`src/inc/pmc_pkg.sv`:
```
`default_nettype none

package pmc_pkg;

    // ********
    // Timing
    // ********
    localparam int CLK_PERIOD_NS = 8;
    localparam int MDC_MAX_FREQ_MHZ = 8;
    localparam int RST_CYCLE_NS = 258000;
    localparam int RST_CYCLE_CYC = (RST_CYCLE_NS + CLK_PERIOD_NS - 1) / CLK_PERIOD_NS;
    localparam int RST_CNT_W = 16;

    // ********
    // Serial frame counts and opcodes
    // ********
    localparam logic [5:0] PRE_BITS = 6'h20;
    localparam logic [5:0] HDR_LAST = 6'h0c;
    localparam logic [5:0] DATA_LAST = 6'h0f;
    localparam logic [1:0] OP_WRITE = 2'h1;
    localparam logic [1:0] OP_READ = 2'h2;

    // ********
    // Management register map
    // ********
    localparam logic [4:0] REG_CTRL = 5'h00;
    localparam logic [4:0] REG_CFG = 5'h10;
    localparam logic [4:0] REG_IEN = 5'h12;
    localparam logic [4:0] REG_IST = 5'h13;
    localparam int CTRL_RESET_BIT = 15;
    localparam int CTRL_LOOP_BIT = 14;
    localparam int CFG_MEDIA_BIT = 0;
    localparam int IEN_ENABLE_BIT = 1;
    localparam int IST_SD_BIT = 0;
    localparam int IST_LINK_BIT = 1;
    localparam int STRAP_W = 14;
    localparam logic [15:0] CFG_RST_VAL = 16'h0000;
    localparam logic [15:0] IEN_RST_VAL = 16'h0000;
    localparam logic [4:0] PHY_ADDR_RST = 5'h01;

    // ********
    // Bus register map
    // ********
    localparam int AXI_AW = 8;
    localparam logic [7:0] AXI_EVT_STATUS = 8'h00;
    localparam logic [7:0] AXI_EVT_MASK = 8'h04;
    localparam logic [7:0] AXI_STATE = 8'h08;
    localparam logic [7:0] AXI_PHY_ADDR = 8'h0c;
    localparam logic [1:0] AXI_OKAY = 2'h0;
    localparam logic [1:0] AXI_SLVERR = 2'h2;
    localparam int EVT_WR = 0;
    localparam int EVT_RD = 1;
    localparam int EVT_IGN = 2;
    localparam int EVT_RST_DONE = 3;
    localparam int EVT_CHG = 4;
    localparam int EVT_W = 5;
    localparam logic [EVT_W-1:0] EVT_MASK_RST = 5'h00;

    typedef struct packed {
        logic [STRAP_W-1:0] straps;
        logic irq_n;
        logic sd;
        logic dis;
        logic mdio;
        logic mdc;
    } pmc_pins_t;

    typedef enum logic [2:0] {
        ST_PRE = 3'b000,
        ST_HDR = 3'b001,
        ST_TA = 3'b010,
        ST_RDATA = 3'b011,
        ST_WDATA = 3'b100
    } pmc_state_t;

endpackage

`default_nettype wire

```
`src/logic/pmc_rst_seq.sv`:
```
`timescale 1ns/10ps
`default_nettype none

module pmc_rst_seq #(
    parameter int CYCLES = pmc_pkg::RST_CYCLE_CYC
) (
    input wire logic clk,
    input wire logic rst_n,
    input wire logic start,
    output logic busy,
    output logic done
);
    import pmc_pkg::*;

    logic [RST_CNT_W-1:0] cnt_r;
    logic [RST_CNT_W-1:0] cnt_nxt;
    logic busy_r;
    logic done_r;
    wire last = (cnt_r == RST_CNT_W'(1));

    assign cnt_nxt = start ? RST_CNT_W'(CYCLES) : (cnt_r != '0) ? cnt_r - RST_CNT_W'(1) : cnt_r;
    assign busy = busy_r;
    assign done = done_r;

    // The cycle restarts from full on the pin and on the soft bit alike.
    always_ff @(posedge clk or negedge rst_n) begin
        if (!rst_n) begin
            cnt_r <= RST_CNT_W'(CYCLES);
            busy_r <= 1'b1;
            done_r <= 1'b0;
        end else begin
            cnt_r <= cnt_nxt;
            busy_r <= start | (cnt_nxt != '0);
            done_r <= last & ~start;
        end
    end

endmodule

`default_nettype wire

```
`src/logic/pmc_sync.sv`:
```
`timescale 1ns/10ps
`default_nettype none

module pmc_sync #(
    parameter int W = 1
) (
    input wire logic clk,
    input wire logic rst_n,
    input wire logic [W-1:0] d,
    output logic [W-1:0] q
);

    logic [W-1:0] s1_r;
    logic [W-1:0] s2_r;
    logic [W-1:0] s3_r;
    logic [W-1:0] q_r;
    logic [W-1:0] q_nxt;

    // A bit moves only once stages two and three agree.
    assign q_nxt = (s2_r & s3_r) | (q_r & (s2_r | s3_r));
    assign q = q_r;

    always_ff @(posedge clk or negedge rst_n) begin
        if (!rst_n) begin
            s1_r <= '0;
            s2_r <= '0;
            s3_r <= '0;
            q_r <= '0;
        end else begin
            s1_r <= d;
            s2_r <= s1_r;
            s3_r <= s2_r;
            q_r <= q_nxt;
        end
    end

endmodule

`default_nettype wire

```
`src/logic/pmc_top.sv`:
```
// Design decisions made here: the AXI4-Lite interface to the registers and the placing of the registers.
`timescale 1ns/10ps
`default_nettype none

// Summary of operation
// - Disable input high blocks all serial reads and writes.
// - With management enabled, straps only set register defaults in reset.
// - After the reset cycle the serial channel owns those bits.
// - Both sides share the data line, each driving only its own part.
// - With bit 18.1 set, the interrupt pulls low on status change.
// - Reading register 19 clears pending status and releases the pin.
// - At reset the media input sets bit 16.0: high fiber, low twisted pair.
// - In fiber mode the media input is the fiber signal detect.
// - Reset pin low or control bit 0.15 starts a reset cycle.
// - The internal reset cycle runs 258 us after release.
module pmc_top #(
    parameter int RST_CYCLES = pmc_pkg::RST_CYCLE_CYC
) (
    input wire logic CLOCK,
    input wire logic RESET_N,
    input wire logic [pmc_pkg::AXI_AW-1:0] S_AXI_AWADDR,
    input wire logic S_AXI_AWVALID,
    output logic S_AXI_AWREADY,
    input wire logic [31:0] S_AXI_WDATA,
    input wire logic [3:0] S_AXI_WSTRB,
    input wire logic S_AXI_WVALID,
    output logic S_AXI_WREADY,
    output logic [1:0] S_AXI_BRESP,
    output logic S_AXI_BVALID,
    input wire logic S_AXI_BREADY,
    input wire logic [pmc_pkg::AXI_AW-1:0] S_AXI_ARADDR,
    input wire logic S_AXI_ARVALID,
    output logic S_AXI_ARREADY,
    output logic [31:0] S_AXI_RDATA,
    output logic [1:0] S_AXI_RRESP,
    output logic S_AXI_RVALID,
    input wire logic S_AXI_RREADY,
    input wire logic MDC,
    input wire logic MDIO_I,
    output logic MDIO_O,
    output logic MDIO_OE,
    input wire logic MANAGEMENT_ACCESS_DISABLE,
    input wire logic SIGNAL_DETECT_MEDIA_SELECT,
    input wire logic [pmc_pkg::STRAP_W-1:0] CONFIG_STRAPS,
    input wire logic MANAGEMENT_INTERRUPT_N_I,
    output logic MANAGEMENT_INTERRUPT_N_O,
    output logic MANAGEMENT_INTERRUPT_N_OE,
    input wire logic LINK_STATUS,
    output logic LOOPBACK,
    output logic FIBER_MODE,
    output logic SIGNAL_DETECT,
    output logic RESET_BUSY,
    output logic IRQ
);
    import pmc_pkg::*;

    // ********
    // Pin sampling and reset cycle
    // ********
    pmc_pins_t pins_raw;
    pmc_pins_t pins;
    logic busy;
    logic rst_done;
    logic soft_rst;
    logic mdc_d_r;
    logic link_d_r;

    assign pins_raw.straps = CONFIG_STRAPS;
    assign pins_raw.irq_n = MANAGEMENT_INTERRUPT_N_I;
    assign pins_raw.sd = SIGNAL_DETECT_MEDIA_SELECT;
    assign pins_raw.dis = MANAGEMENT_ACCESS_DISABLE;
    assign pins_raw.mdio = MDIO_I;
    assign pins_raw.mdc = MDC;

    // Edges are found by oversampling, so MDC must stay far below CLOCK.
    pmc_sync #(
        .W($bits(pmc_pins_t))
    ) u_sync (
        .clk(CLOCK),
        .rst_n(RESET_N),
        .d(pins_raw),
        .q(pins)
    );

    // The pin holds the sequencer in reset; the control bit restarts it.
    pmc_rst_seq #(
        .CYCLES(RST_CYCLES)
    ) u_rst (
        .clk(CLOCK),
        .rst_n(RESET_N),
        .start(soft_rst),
        .busy(busy),
        .done(rst_done)
    );

    wire mdc_rise = pins.mdc & ~mdc_d_r;
    wire bit_in = pins.mdio;

    // ********
    // Serial frame engine
    // ********
    pmc_state_t st_r;
    pmc_state_t st_nxt;
    logic [5:0] cnt_r;
    logic [5:0] cnt_nxt;
    logic [15:0] sh_r;
    logic [15:0] sh_nxt;
    logic [4:0] addr_r;
    logic [4:0] addr_nxt;
    logic rd_r;
    logic rd_nxt;
    logic oe_r;
    logic oe_nxt;
    logic o_r;
    logic o_nxt;
    logic wr_go;
    logic rd_go;
    logic ign_go;
    logic [15:0] rdata;
    logic [4:0] phy_addr_r;

    wire [12:0] hdr = {sh_r[11:0], bit_in};
    wire hdr_op_ok = (hdr[11:10] == OP_WRITE) | (hdr[11:10] == OP_READ);
    wire hdr_match = hdr[12] & hdr_op_ok & (hdr[9:5] == phy_addr_r);
    wire [15:0] wdata = {sh_r[14:0], bit_in};
    wire in_frame = (st_r == ST_TA) | (st_r == ST_RDATA) | (st_r == ST_WDATA);

    always_comb begin
        st_nxt = st_r;
        cnt_nxt = cnt_r;
        sh_nxt = sh_r;
        addr_nxt = addr_r;
        rd_nxt = rd_r;
        oe_nxt = oe_r;
        o_nxt = o_r;
        wr_go = 1'b0;
        rd_go = 1'b0;
        ign_go = 1'b0;
        if (busy) begin
            // No frame before the reset cycle ends.
            st_nxt = ST_PRE;
            cnt_nxt = '0;
            oe_nxt = 1'b0;
            o_nxt = 1'b1;
        end else if (pins.dis && in_frame) begin
            // Disable mid-frame drops the frame and frees the line.
            st_nxt = ST_PRE;
            cnt_nxt = '0;
            oe_nxt = 1'b0;
            o_nxt = 1'b1;
        end else if (mdc_rise) begin
            unique case (st_r)
                ST_PRE: begin
                    if (bit_in) begin
                        cnt_nxt = (cnt_r == PRE_BITS) ? cnt_r : cnt_r + 6'h01;
                    end else if (cnt_r == PRE_BITS) begin
                        st_nxt = ST_HDR;
                        cnt_nxt = '0;
                    end else begin
                        cnt_nxt = '0;
                    end
                end
                ST_HDR: begin
                    sh_nxt = {sh_r[14:0], bit_in};
                    cnt_nxt = cnt_r + 6'h01;
                    if (cnt_r == HDR_LAST) begin
                        cnt_nxt = '0;
                        addr_nxt = hdr[4:0];
                        rd_nxt = (hdr[11:10] == OP_READ);
                        if (!hdr_match) begin
                            st_nxt = ST_PRE;
                        end else if (pins.dis) begin
                            st_nxt = ST_PRE;
                            ign_go = 1'b1;
                        end else begin
                            st_nxt = ST_TA;
                        end
                    end
                end
                ST_TA: begin
                    if (cnt_r == '0) begin
                        cnt_nxt = 6'h01;
                        oe_nxt = rd_r;
                        o_nxt = ~rd_r;
                    end else begin
                        cnt_nxt = '0;
                        if (rd_r) begin
                            st_nxt = ST_RDATA;
                            sh_nxt = rdata;
                            o_nxt = rdata[15];
                            rd_go = 1'b1;
                        end else begin
                            st_nxt = ST_WDATA;
                        end
                    end
                end
                ST_RDATA: begin
                    if (cnt_r == DATA_LAST) begin
                        st_nxt = ST_PRE;
                        cnt_nxt = '0;
                        oe_nxt = 1'b0;
                        o_nxt = 1'b1;
                    end else begin
                        cnt_nxt = cnt_r + 6'h01;
                        sh_nxt = {sh_r[14:0], 1'b0};
                        o_nxt = sh_r[14];
                    end
                end
                ST_WDATA: begin
                    sh_nxt = wdata;
                    cnt_nxt = cnt_r + 6'h01;
                    if (cnt_r == DATA_LAST) begin
                        st_nxt = ST_PRE;
                        cnt_nxt = '0;
                        wr_go = 1'b1;
                    end
                end
                default: begin
                    st_nxt = ST_PRE;
                    cnt_nxt = '0;
                    oe_nxt = 1'b0;
                    o_nxt = 1'b1;
                end
            endcase
        end
    end

    always_ff @(posedge CLOCK or negedge RESET_N) begin
        if (!RESET_N) begin
            st_r <= ST_PRE;
            cnt_r <= '0;
            sh_r <= '0;
            addr_r <= '0;
            rd_r <= 1'b0;
            oe_r <= 1'b0;
            o_r <= 1'b1;
            mdc_d_r <= 1'b0;
            link_d_r <= 1'b0;
        end else begin
            st_r <= st_nxt;
            cnt_r <= cnt_nxt;
            sh_r <= sh_nxt;
            addr_r <= addr_nxt;
            rd_r <= rd_nxt;
            oe_r <= oe_nxt;
            o_r <= o_nxt;
            mdc_d_r <= pins.mdc;
            link_d_r <= LINK_STATUS;
        end
    end

    assign MDIO_O = o_r;
    assign MDIO_OE = oe_r;

    // ********
    // Management registers
    // ********
    logic [15:0] ctrl_r;
    logic [15:0] ctrl_nxt;
    logic [15:0] cfg_r;
    logic [15:0] cfg_nxt;
    logic [15:0] ien_r;
    logic [15:0] ien_nxt;
    logic [15:0] ist_r;
    logic [15:0] ist_nxt;
    logic [15:0] ist_set;
    logic sd_det_r;

    wire wr_ctrl = wr_go & (addr_r == REG_CTRL);
    wire wr_cfg = wr_go & (addr_r == REG_CFG);
    wire wr_ien = wr_go & (addr_r == REG_IEN);
    wire rd_ist = rd_go & (addr_r == REG_IST);
    wire fiber = cfg_r[CFG_MEDIA_BIT];
    wire sd_det_nxt = fiber & pins.sd & ~busy;

    assign soft_rst = wr_ctrl & wdata[CTRL_RESET_BIT];

    assign rdata = (addr_r == REG_CTRL) ? {busy, ctrl_r[14:0]} :
                   (addr_r == REG_CFG) ? cfg_r :
                   (addr_r == REG_IEN) ? ien_r :
                   (addr_r == REG_IST) ? ist_r : 16'h0000;

    // While the disable is high the straps keep steering; otherwise they only seed the cycle.
    assign ctrl_nxt = (busy | pins.dis) ? {2'b00, pins.straps} :
                      wr_ctrl ? {1'b0, wdata[14:0]} : ctrl_r;
    // The media input is caught all through reset; the last value sticks.
    assign cfg_nxt = busy ? {CFG_RST_VAL[15:1], pins.sd} : wr_cfg ? wdata : cfg_r;
    assign ien_nxt = busy ? IEN_RST_VAL : wr_ien ? wdata : ien_r;

    assign ist_set[IST_SD_BIT] = sd_det_nxt ^ sd_det_r;
    assign ist_set[IST_LINK_BIT] = (LINK_STATUS ^ link_d_r) & ~busy;
    assign ist_set[15:2] = '0;
    // A change in the cycle of the clearing read survives.
    assign ist_nxt = busy ? 16'h0000 : ((rd_ist ? 16'h0000 : ist_r) | ist_set);

    always_ff @(posedge CLOCK or negedge RESET_N) begin
        if (!RESET_N) begin
            ctrl_r <= '0;
            cfg_r <= CFG_RST_VAL;
            ien_r <= IEN_RST_VAL;
            ist_r <= '0;
            sd_det_r <= 1'b0;
        end else begin
            ctrl_r <= ctrl_nxt;
            cfg_r <= cfg_nxt;
            ien_r <= ien_nxt;
            ist_r <= ist_nxt;
            sd_det_r <= sd_det_nxt;
        end
    end

    wire management_interrupt_n_active = ien_r[IEN_ENABLE_BIT] & (ist_r != 16'h0000);

    assign MANAGEMENT_INTERRUPT_N_O = 1'b0;
    assign MANAGEMENT_INTERRUPT_N_OE = management_interrupt_n_active;
    assign LOOPBACK = ctrl_r[CTRL_LOOP_BIT];
    assign FIBER_MODE = fiber;
    assign SIGNAL_DETECT = sd_det_r;
    assign RESET_BUSY = busy;

    // ********
    // Bus slave, events and interrupt
    // ********
    logic aw_have_r;
    logic w_have_r;
    logic [AXI_AW-1:0] awaddr_r;
    logic [31:0] wdata_r;
    logic wstrb0_r;
    logic bvalid_r;
    logic [1:0] bresp_r;
    logic rvalid_r;
    logic [31:0] rdata_r;
    logic [1:0] rresp_r;
    logic [EVT_W-1:0] evt_r;
    logic [EVT_W-1:0] mask_r;

    wire aw_hs = S_AXI_AWVALID & S_AXI_AWREADY;
    wire w_hs = S_AXI_WVALID & S_AXI_WREADY;
    wire ar_hs = S_AXI_ARVALID & S_AXI_ARREADY;
    wire aw_ok = aw_have_r | aw_hs;
    wire w_ok = w_have_r | w_hs;
    wire bus_wr = aw_ok & w_ok & ~bvalid_r;
    wire [AXI_AW-1:0] wa = aw_have_r ? awaddr_r : S_AXI_AWADDR;
    wire [31:0] wd = w_have_r ? wdata_r : S_AXI_WDATA;
    wire ws0 = w_have_r ? wstrb0_r : S_AXI_WSTRB[0];
    wire wa_map = (wa == AXI_EVT_STATUS) | (wa == AXI_EVT_MASK) | (wa == AXI_STATE) | (wa == AXI_PHY_ADDR);
    wire ra_map = (S_AXI_ARADDR == AXI_EVT_STATUS) | (S_AXI_ARADDR == AXI_EVT_MASK) |
                  (S_AXI_ARADDR == AXI_STATE) | (S_AXI_ARADDR == AXI_PHY_ADDR);
    wire [EVT_W-1:0] evt_set = {|ist_set, rst_done, ign_go, rd_go, wr_go};
    wire [EVT_W-1:0] evt_w1c = (bus_wr && wa == AXI_EVT_STATUS && ws0) ? wd[EVT_W-1:0] : '0;
    wire [31:0] state_word = {26'h0, management_interrupt_n_active, ~pins.irq_n, busy, pins.dis, sd_det_r, fiber};
    wire [31:0] rmux = (S_AXI_ARADDR == AXI_EVT_STATUS) ? {27'h0, evt_r} :
                       (S_AXI_ARADDR == AXI_EVT_MASK) ? {27'h0, mask_r} :
                       (S_AXI_ARADDR == AXI_STATE) ? state_word :
                       (S_AXI_ARADDR == AXI_PHY_ADDR) ? {27'h0, phy_addr_r} : 32'h0;

    assign S_AXI_AWREADY = ~aw_have_r & ~bvalid_r;
    assign S_AXI_WREADY = ~w_have_r & ~bvalid_r;
    assign S_AXI_ARREADY = ~rvalid_r;
    assign S_AXI_BVALID = bvalid_r;
    assign S_AXI_BRESP = bresp_r;
    assign S_AXI_RVALID = rvalid_r;
    assign S_AXI_RDATA = rdata_r;
    assign S_AXI_RRESP = rresp_r;
    assign IRQ = |(evt_r & mask_r);

    // Address and data come in either order; the first waits in a holding register.
    always_ff @(posedge CLOCK or negedge RESET_N) begin
        if (!RESET_N) begin
            aw_have_r <= 1'b0;
            w_have_r <= 1'b0;
            awaddr_r <= '0;
            wdata_r <= '0;
            wstrb0_r <= 1'b0;
            bvalid_r <= 1'b0;
            bresp_r <= AXI_OKAY;
        end else begin
            aw_have_r <= aw_ok & ~bus_wr;
            w_have_r <= w_ok & ~bus_wr;
            awaddr_r <= wa;
            wdata_r <= wd;
            wstrb0_r <= ws0;
            bvalid_r <= bus_wr | (bvalid_r & ~S_AXI_BREADY);
            bresp_r <= bus_wr ? (wa_map ? AXI_OKAY : AXI_SLVERR) : bresp_r;
        end
    end

    always_ff @(posedge CLOCK or negedge RESET_N) begin
        if (!RESET_N) begin
            rvalid_r <= 1'b0;
            rdata_r <= '0;
            rresp_r <= AXI_OKAY;
        end else begin
            rvalid_r <= ar_hs | (rvalid_r & ~S_AXI_RREADY);
            rdata_r <= ar_hs ? rmux : rdata_r;
            rresp_r <= ar_hs ? (ra_map ? AXI_OKAY : AXI_SLVERR) : rresp_r;
        end
    end

    // A new event outranks a clearing write to the same bit.
    always_ff @(posedge CLOCK or negedge RESET_N) begin
        if (!RESET_N) begin
            evt_r <= '0;
            mask_r <= EVT_MASK_RST;
            phy_addr_r <= PHY_ADDR_RST;
        end else begin
            evt_r <= (evt_r & ~evt_w1c) | evt_set;
            mask_r <= (bus_wr && wa == AXI_EVT_MASK && ws0) ? wd[EVT_W-1:0] : mask_r;
            phy_addr_r <= (bus_wr && wa == AXI_PHY_ADDR && ws0) ? wd[4:0] : phy_addr_r;
        end
    end

endmodule

`default_nettype wire

```
`config.mk`:
```
export PLATFORM = sky130hd
export DESIGN_NAME = pmc_top
export DESIGN_NICKNAME = d
export VERILOG_FILES = /design/src/inc/pmc_pkg.sv /design/src/logic/pmc_rst_seq.sv /design/src/logic/pmc_sync.sv /design/src/logic/pmc_top.sv
export SDC_FILE = /design/constraint.sdc
export NUM_CORES = 1
export LEC_CHECK = 0
export BUFFER_PORTS_ARGS = -buffer_cell sky130_fd_sc_hd__buf_2
export CAP_MARGIN = 20
export CORE_MARGIN = 2
export CORE_UTILIZATION = 62
export DETAILED_ROUTE_END_ITERATION = 8
export PLACE_DENSITY = 0.85
export SETUP_SLACK_MARGIN = 0.05
export SYNTH_ARGS = -nofsm -noshare
export SYNTH_HDL_FRONTEND = slang
export SYNTH_SLANG_ARGS = --single-unit
```
`constraint.sdc`:
```
create_clock -name CLOCK -period 6.2 [get_ports CLOCK]
set_clock_uncertainty 0.1 [all_clocks]
set_input_delay 0 -clock CLOCK [delete_from_list [all_inputs] [get_ports CLOCK]]
set_output_delay 0 -clock CLOCK [all_outputs]
set_load 0.02 [all_outputs]
```
-- After elaboration in Yosys (flattened, before gate mapping)
Index checks and enable logic that the tools add are counted.
- add/subtract/negate cells: 2
- equality and inequality tests: 33
- mux-type cells: 80
- bitwise logic cells: 63
- reduce and logical (&&, ||, !) cells: 31
- operators with widths (kind ; number):
    2-to-1 mux 16 bit ; 12
    2-to-1 mux 15 bit ; 5
    2-to-1 mux 6 bit ; 10
    nonzero test 16 bit ; 3
    case mux 15 bit (3 select lines) ; 1
    bitwise AND 19 bit ; 2
    bitwise OR 19 bit ; 2
    == test 8 x 4 -> 1 bit (second input constant) ; 4
    2-to-1 mux 1 bit ; 31
    2-to-1 mux 3 bit ; 9
    bitwise AND 1 bit ; 24
    case mux 6 bit (4 select lines) ; 1
    == test 16 x 1 -> 1 bit (second input constant) ; 1
    == test 8 x 3 -> 1 bit (second input constant) ; 2
    zero test 8 bit ; 2
    inequality test 4 x 3 -> 1 bit (second input constant) ; 4
    bitwise OR 16 x 2 -> 16 bit ; 1
    subtractor 16 x 1 -> 16 bit (second input constant) ; 1
    == test 5 bit (second input constant) ; 3
    2-to-1 mux 5 bit ; 3
    bitwise OR 1 bit ; 15
    inverter 1 bit ; 13
    == test 6 x 4 -> 1 bit (second input constant) ; 2
    inequality test 4 x 1 -> 1 bit (second input constant) ; 3
    other kinds (35) ; 55
- register bits: 261
- input port bits: 79
- output and inout bits: 50

-- Depth between registers and ports, before layout
Gate-level depths: netlist of run 1.
- depth in word-level cells: 12
- depth in mapped cells: 10
- gate-level depth less buffers: 8

-- Modules after synthesis
A second synthesis of run 1 with hierarchy kept.
- cells, all modules: 857
- area total of the unflattened synthesis: 9761.9 µm²
- modules (own cells, without submodules) (module ; instances ; cells each ; area each (µm²)):
    pmc_top ; 1 ; 645 ; 6518.8
    pmc_sync ; 1 ; 95 ; 2115.8
    pmc_rst_seq ; 1 ; 117 ; 1127.3

-- Worst setup path before layout of run 1
No wires, ideal clock.
- path type: register to register
- start point: register u_rst.cnt_r[0]
- end point: register u_rst.busy_r (netlist: u_rst.busy)
- setup time: 0.094 ns
- arrival: 2.259 ns
- required time: 6.006 ns
- slack: 3.746 ns
- stages on the path, launching flop included: 9
- cells stage by stage: dfrtp_1 clkbuf_1 inv_1 ha_1 or3b_1 a2111oi_4 nand3b_1 a2111oi_0 nand4b_1
- longest elaborated chain between the ends: 5
- ends and longest elaborated chain (what ; RTL line ; RTL):
    start, declared ; pmc_rst_seq.sv:15 ; logic [RST_CNT_W-1:0] cnt_r;
    start signal, assigned ; pmc_rst_seq.sv:28 ; cnt_r <= RST_CNT_W'(CYCLES);
    start signal, assigned ; pmc_rst_seq.sv:32 ; cnt_r <= cnt_nxt;
    subtractor 16 x 1 -> 16 bit or nonzero test 16 bit (tied branches) ; pmc_rst_seq.sv:21 ; assign cnt_nxt = start ? RST_CNT_W'(CYCLES) : (cnt_r != '0) ? cnt_r - RST_CNT_W'(1) : cnt_r;
    2-to-1 mux 16 bit (*) (2 in series) ; pmc_rst_seq.sv:21 ;
    nonzero test 16 bit (*) ; pmc_rst_seq.sv:33 ; busy_r <= start | (cnt_nxt != '0);
    bitwise OR 1 bit (*) ; pmc_rst_seq.sv:33 ;
    end signal, assigned ; pmc_rst_seq.sv:33 ;
    end, declared ; pmc_rst_seq.sv:17 ; logic busy_r;
Every way passes the cells marked *; elsewhere a longest branch is shown, timed or not.
A chain may end at the register's enable or synchronous reset.

-- Worst setup path in the final report of run 1
- start point: register addr_r[0]
- end point: register ctrl_r[3]
- longest elaborated chain between the ends: 3
- ends and longest elaborated chain (what ; RTL line ; RTL):
    start, declared ; pmc_top.sv:108 ; logic [4:0] addr_r;
    start signal, assigned ; pmc_top.sv:243 ; addr_r <= addr_nxt;
    zero test 5 bit ; pmc_top.sv:269 ; wire wr_ctrl = wr_go & (addr_r == REG_CTRL);
    bitwise AND 1 bit ; pmc_top.sv:269 ;
    nonzero test 2 bit (no source line) ; - ;
    end signal, assigned ; pmc_top.sv:304 ; ctrl_r <= ctrl_nxt;
    end, declared ; pmc_top.sv:258 ; logic [15:0] ctrl_r;
Every way passes these cells.

==> reports/results.tsv, run 1 <==
metric	value	unit
status	completed	
setup_viol	0	
die_x	129	um
cap_violations	0	
clock_latency	500	ps
synth_area	0.00965	mm2
ant_nets	0	
synthFlopType	dfrtp_1	
finalHoldViolCount	0	
drt-initial-drc-count	671	
ys.warnings.count	0	
synth_cell_types	75	
ys_seq_area_share	57.0	%
post_cts_buffers	0	
dpl.cell_count	1125	
clk_pin_slew	60	ps
syn2layout_area_growth	17.7	%
cts_buffers	23	
synthTopCellsByArea	dfrtp_1 53%, nand2_1 4.6%, dfstp_2 4.1%	
drv_slew	0	
core	0.0152	mm2
antenna_found_initial	0	
postPlaceCellArea	0.0100	mm2
grt_pass1_vias	7002	
die_y	129	um
gp_congestion	0.920	
end_kind	register	
crit_path_start_kind	register	
crit_fanout	19	
p_leak	5.22	nW
htree_levels	1	
synth.top_cell.area_share	52.9	%
postRouteWirelength	21900	um
required	6530	ps
fin_cells	1218	
irDropWorstVdd	0.226	mV
async_flop_share	100	%
die_area	0.0166	mm2
io_buffers	69	
clk_path_buf_depth	3	
grt_setup_unrepaired	false	
hold_path_depth	2	
synth-edff-count	0	
drc	0	
post-route-min-period	3170	ps
cts_tree	yes	
synth_cells	900	
tightest_slew	990	ps
r2r_start	addr_r[0]$_DFFE_PN0P_	
syn-mean-instance-area	10.7	um2
finalCritPeriodShare	51.1	%
cts-root-buf	clkbuf_16	
io_pins	129	
dpl.hpwl	12900	um
cp-startpoint	addr_r[0]$_DFFE_PN0P_	
synth_top_cell_by_area	dfrtp_1	
path_class	register to register	
hold_path_startpoint	CONFIG_STRAPS[10]	
vias	7230	
hold_path_class	primary input to register	
drive_gt1_share	18.0	%
tns	0	ps
grt_max_degree	110	
diodes	0	
avgViaCountPerCell	5.94	
dr.pass1.iters	5	
slew_headroom	33.5	%
overflow	0	
rows	45	
initial_core_util	63.5	%
grt_pass1_wl	35200	um
fmax	316	MHz
routedWlPerCell	17.9	um
power_density	307	mW/mm2
final_nets	1099	
fin_area	0.0114	mm2
grtUsageTotal	26.6	%
cts.sinks	219	
worstPathArrival	3500	ps
ys_ff_latch	219	
worst_r2r_path_depth	6	
## what timing repair did
| item | CTS | global route |
|---|---|---|
| hold endpoints to repair | 169 | 0 |
| resized for setup | 0 | 0 |
| hold buffers | 51 | 0 |
## cells in the mapped netlist, types with 4 or more instances
master and instances:
dfrtp_1 204, nand2_1 118, nor2_1 79, o21ai_0 62, a21oi_1 51, mux2_2 31, buf_4 30, inv_1 30
clkbuf_1 26, mux2i_1 22, maj3_1 19, nand3_1 19, dfstp_2 15, nor3_1 13, a31oi_1 10, buf_2 10
xor2_1 10, nand4_1 9, o22ai_1 9, nor4_1 7, o211ai_1 7, xnor2_1 7, ha_1 6, nor2b_1 6
and2_1 5, mux4_2 5, nand2b_1 5, or4_1 5, a21o_1 4, and3_1 4, nor3b_1 4, nor4b_1 4
## registers in the layout, indices dropped and copies added (netlist names), 6 cells and up
register / cells
sh_r: 15
awaddr_r: 8
S_AXI_RDATA: 6
ien_r: 16
u_sync.q: 19
cfg_r: 16
u_sync.s2_r: 19
u_sync.s3_r: 19
ctrl_r: 15
cnt_r: 6
u_sync.s1_r: 19
u_rst.cnt_r: 16
## layout by cell type (no fill, tap or decap), types with 15 or more instances in the layout
master | netlist | routed
a21oi_1 | 51 | 50
buf_2 | 10 | 68
clkbuf_16 | 0 | 23
conb_1 | 1 | 29
dfrtp_1 | 204 | 204
dfstp_2 | 15 | 15
dlygate4sd3_1 | 0 | 51
inv_1 | 30 | 30
maj3_1 | 19 | 19
mux2_2 | 31 | 31
mux2i_1 | 22 | 22
nand2_1 | 118 | 118
nand3_1 | 19 | 19
nor2_1 | 79 | 79
o21ai_0 | 62 | 62
## cell families after synthesis
logic type / count (synthesis) / synth area share (%)
multiplexers: 61 / 7.41
AND/OR/NAND/NOR: 302 / 15.1
AO/OA/AOI/OAI: 175 / 11.0
adder cells (fa/ha/maj): 25 / 2.75
buffers and inverters: 100 / 5.18
flip-flops: 219 / 57.0
XOR/XNOR: 17 / 1.54
other: 1 / 0.0388
## power breakdown
part	switching, mW	leakage (nW)	internal [mW]
Clock	0.538	0.397	0.888
Combinational	0.249	2.12	0.182
Sequential	0.0878	2.70	1.54
Total	0.875	5.22	2.61
## final timing paths
kind                                        endpoint  slack [ps]
max                            ctrl_r[3]$_DFFE_PN0P_        3030
min                        u_sync.s1_r[15]$_DFF_PN0_          40
max reg2reg                    ctrl_r[3]$_DFFE_PN0P_        3030
min reg2reg                 u_sync.s2_r[0]$_DFF_PN0_         250
max in group asynchronous   u_sync.s1_r[0]$_DFF_PN0_        4700
min in group asynchronous   u_sync.s1_r[6]$_DFF_PN0_          50
## through the flow
stage	total power [mW]	setup slack, ps	utilization (%)	hold slack [ps]
final	3.49	3030	74.7	40.5
after global routing	3.62	2830	74.7	27.7
after CTS	3.49	3070	74.7	21.7
after detailed placement	2.04	3140	66.1	3.05
after global placement	2.02	3190	66.1	2.12
after floorplan	1.92	3750	-	-396
## metal layers
layer	global-route usage, %	part of all wire [%]	vias up
met5	0	0	-
met4	9.72	3.2	0
met3	4.41	6.7	66
met2	43.4	48	318
met1	36.3	42	3530
li1	-	-	3316
## cell type report
class	count	area [um2]
tap	188	235
sequential	219	5500
multi-input combinational	609	3770
inverter	32	120
clock inverter	7	110
timing repair buffer	129	933
fill	977	3840
clock buffer	34	687
## critical path, cell delays in order, from the launching register on
cell	delay (ps)
dfrtp_1	480
or4_1	940
nor2_2	380
nand4_2	550
nand2_1	450
nor2_1	70
nor2_1	100
Note: power is estimated with default switching activity, not from simulation.
==> inputs of run 2 (changes only) <==
--- a/config.mk
+++ b/config.mk
@@ -8,9 +8,9 @@
 export BUFFER_PORTS_ARGS = -buffer_cell sky130_fd_sc_hd__buf_2
 export CAP_MARGIN = 20
 export CORE_MARGIN = 2
-export CORE_UTILIZATION = 62
+export CORE_UTILIZATION = 58
 export DETAILED_ROUTE_END_ITERATION = 8
-export PLACE_DENSITY = 0.85
+export PLACE_DENSITY = 0.8
 export SETUP_SLACK_MARGIN = 0.05
 export SYNTH_ARGS = -nofsm -noshare
 export SYNTH_HDL_FRONTEND = slang
==> constraint.sdc (replaced) <==
create_clock -name CLOCK -period 3.3 [get_ports CLOCK]
set_clock_uncertainty 0.1 [all_clocks]
set_input_delay 0 -clock CLOCK [delete_from_list [all_inputs] [get_ports CLOCK]]
set_output_delay 0 -clock CLOCK [all_outputs]
set_load 0.02 [all_outputs]
==> reports/results.tsv, run 2 (same netlist as run 1, synthesis figures left out) <==
metric	value	unit
max_stage_delay	660	ps
fin_area	0.0115	mm2
finalHoldViolCount	0	
drt-initial-drc-count	504	
dr.pass1.iters	5	
core	0.0164	mm2
antenna_found_initial	0	
internal_power	5.10	mW
worstPathArrival	3080	ps
crit_slowest_cell	dfrtp_1	
dpl.hpwl	13700	um
grtUsageTotal	24.8	%
cts_buffers	23	
comb_power_share	11.9	%
rows	47	
cts_tree	yes	
irDropWorstVdd	0.438	mV
post-route-min-period	2790	ps
dp_slack	555	ps
final_nets	1108	
path_class	register to register	
diodes	0	
fin_cells	1259	
cts.sinks	219	
r2r_end	mask_r[1]$_DFFE_PN0P_	
layout_common_cells	204 x dfrtp_1, 118 x nand2_1, 79 x nor2_1	
cap_violations	0	
finalPower	6.75	mW
clk_path_buf_depth	3	
crit_chain	or4b_1 -> o22ai_2 -> o21ai_2 -> nor4_4 -> and2_1 -> mux2_1	
final.setup.worst_slack	506	ps
vias	7125	
gp_congestion	0.895	
die_y	133	um
setup_viol	0	
p_seq_share	45.5	%
rrSetupSlack	510	ps
htree_levels	1	
p_sw_share	24.4	%
routedWlPerCell	17.1	um
path_delay_family	simple AND/OR/NAND/NOR gates	
io_pins	129	
slew_headroom	46.4	%
tightest_slew	795	ps
fmax	358	MHz
finalCritPeriodShare	84.7	%
postPlaceCellArea	0.0102	mm2
avgViaCountPerCell	5.66	
status	completed	
overflow	0	
die_x	133	um
drv_slew	0	
worst_r2r_path_depth	6	
pwr-share-clk	42.6	%
grt_pass1_wl	35500	um
syn2layout_area_growth	19.5	%
cts-root-buf	clkbuf_16	
tns	0	ps
hold_path_class	primary input to async pin	
p_leak	5.29	nW
switchingPower	1.64	mW
layout_commonest_cell	dfrtp_1	
crit_buf_inv	0	
grt_max_degree	96	
initial_core_util	58.8	%
postRouteWirelength	21500	um
drc	0	
power_density	585	mW/mm2
crit_fanout	15	
ant_nets	0	
grt_pass1_vias	7107	
io_buffers	69	
dpl.cell_count	1168	
cts_resized	0	
clock_latency	500	ps
crit_path_start_kind	register	
required	3590	ps
r2r_start	aw_have_r$_DFF_PN0_	
clk_pin_slew	60	ps
die_area	0.0177	mm2
drive_gt1_share	18.9	%
end_kind	register	
grt_setup_unrepaired	false	
-- run 2: cell count changes in the layout (fill, tap and decap cells not counted) --
cell and delta:
buf_12 +1, clkbuf_8 -2, bufinv_16 +3, clkinvlp_4 +1, buf_4 +9, dlygate4sd3_1 -1
clkinv_2 -1, clkbuf_1 -1
-- run 2: timing repair --
action | CTS | global route
hold endpoints to repair | 154 | 0
hold buffers | 50 | 0
buffers inserted | 0 | 0
-- run 2: routing by layer --
metal | vias to the layer above | wire [um] | GRT usage [%]
li1 | 3348 | - | -
met1 | 3475 | 9440 | 35.1
met2 | 258 | 10300 | 40.2
met3 | 44 | 1270 | 3.83
met4 | 0 | 522 | 6.99
met5 | - | 0 | 0
-- run 2: power groups by stage --
stage                     Combinational (mW)  Sequential [mW]  Clock (mW)
after floorplan                        0.553             3.05           0
final                                  0.804             3.07        2.87
after CTS                              0.796             3.06        2.93
after detailed placement               0.724             3.11           0
after global placement                 0.701             3.10           0
after global routing                   0.887             3.09        3.04
-- run 2: how the worst max path moves through the flow --
stage / from / endpoint / slack (ps) / cells after the start
6_report: aw_have_r$_DFF_PN0_ / mask_r[1]$_DFFE_PN0P_ / 510 / 6
5_1_grt: aw_have_r$_DFF_PN0_ / mask_r[3]$_DFFE_PN0P_ / 350 / 6
4_1_cts: aw_have_r$_DFF_PN0_ / mask_r[1]$_DFFE_PN0P_ / 530 / 6
3_5_place_dp: aw_have_r$_DFF_PN0_ / mask_r[1]$_DFFE_PN0P_ / 560 / 6
3_3_place_gp: aw_have_r$_DFF_PN0_ / mask_r[3]$_DFFE_PN0P_ / 610 / 6
2_1_floorplan: u_rst.cnt_r[0]$_DFF_PN0_ / u_rst.busy$_DFF_PN1_ / 850 / 8
-- run 2: worst reg2reg max path, delay by kind of cell, from the launching register on --
family	cells	cell delay (ps)
mux	1	340
flops	1	660
compound gates	2	270
simple gates	3	1310
-- run 2: stage by stage --
stage | hold WS (ps) | util (%)
after floorplan | -396 | -
after global placement | -32.0 | 62.0
after detailed placement | -28.9 | 62.0
after CTS | 8.13 | 70.3
after global routing | 31.2 | 70.3
final | 16.3 | 70.3
-- run 2: cell type report --
class	instances	area, um2
timing repair buffer	138	1010
tap	220	275
clock inverter	10	203
sequential	219	5500
inverter	32	120
clock buffer	31	656
fill	1168	4870
multi-input combinational	609	3770
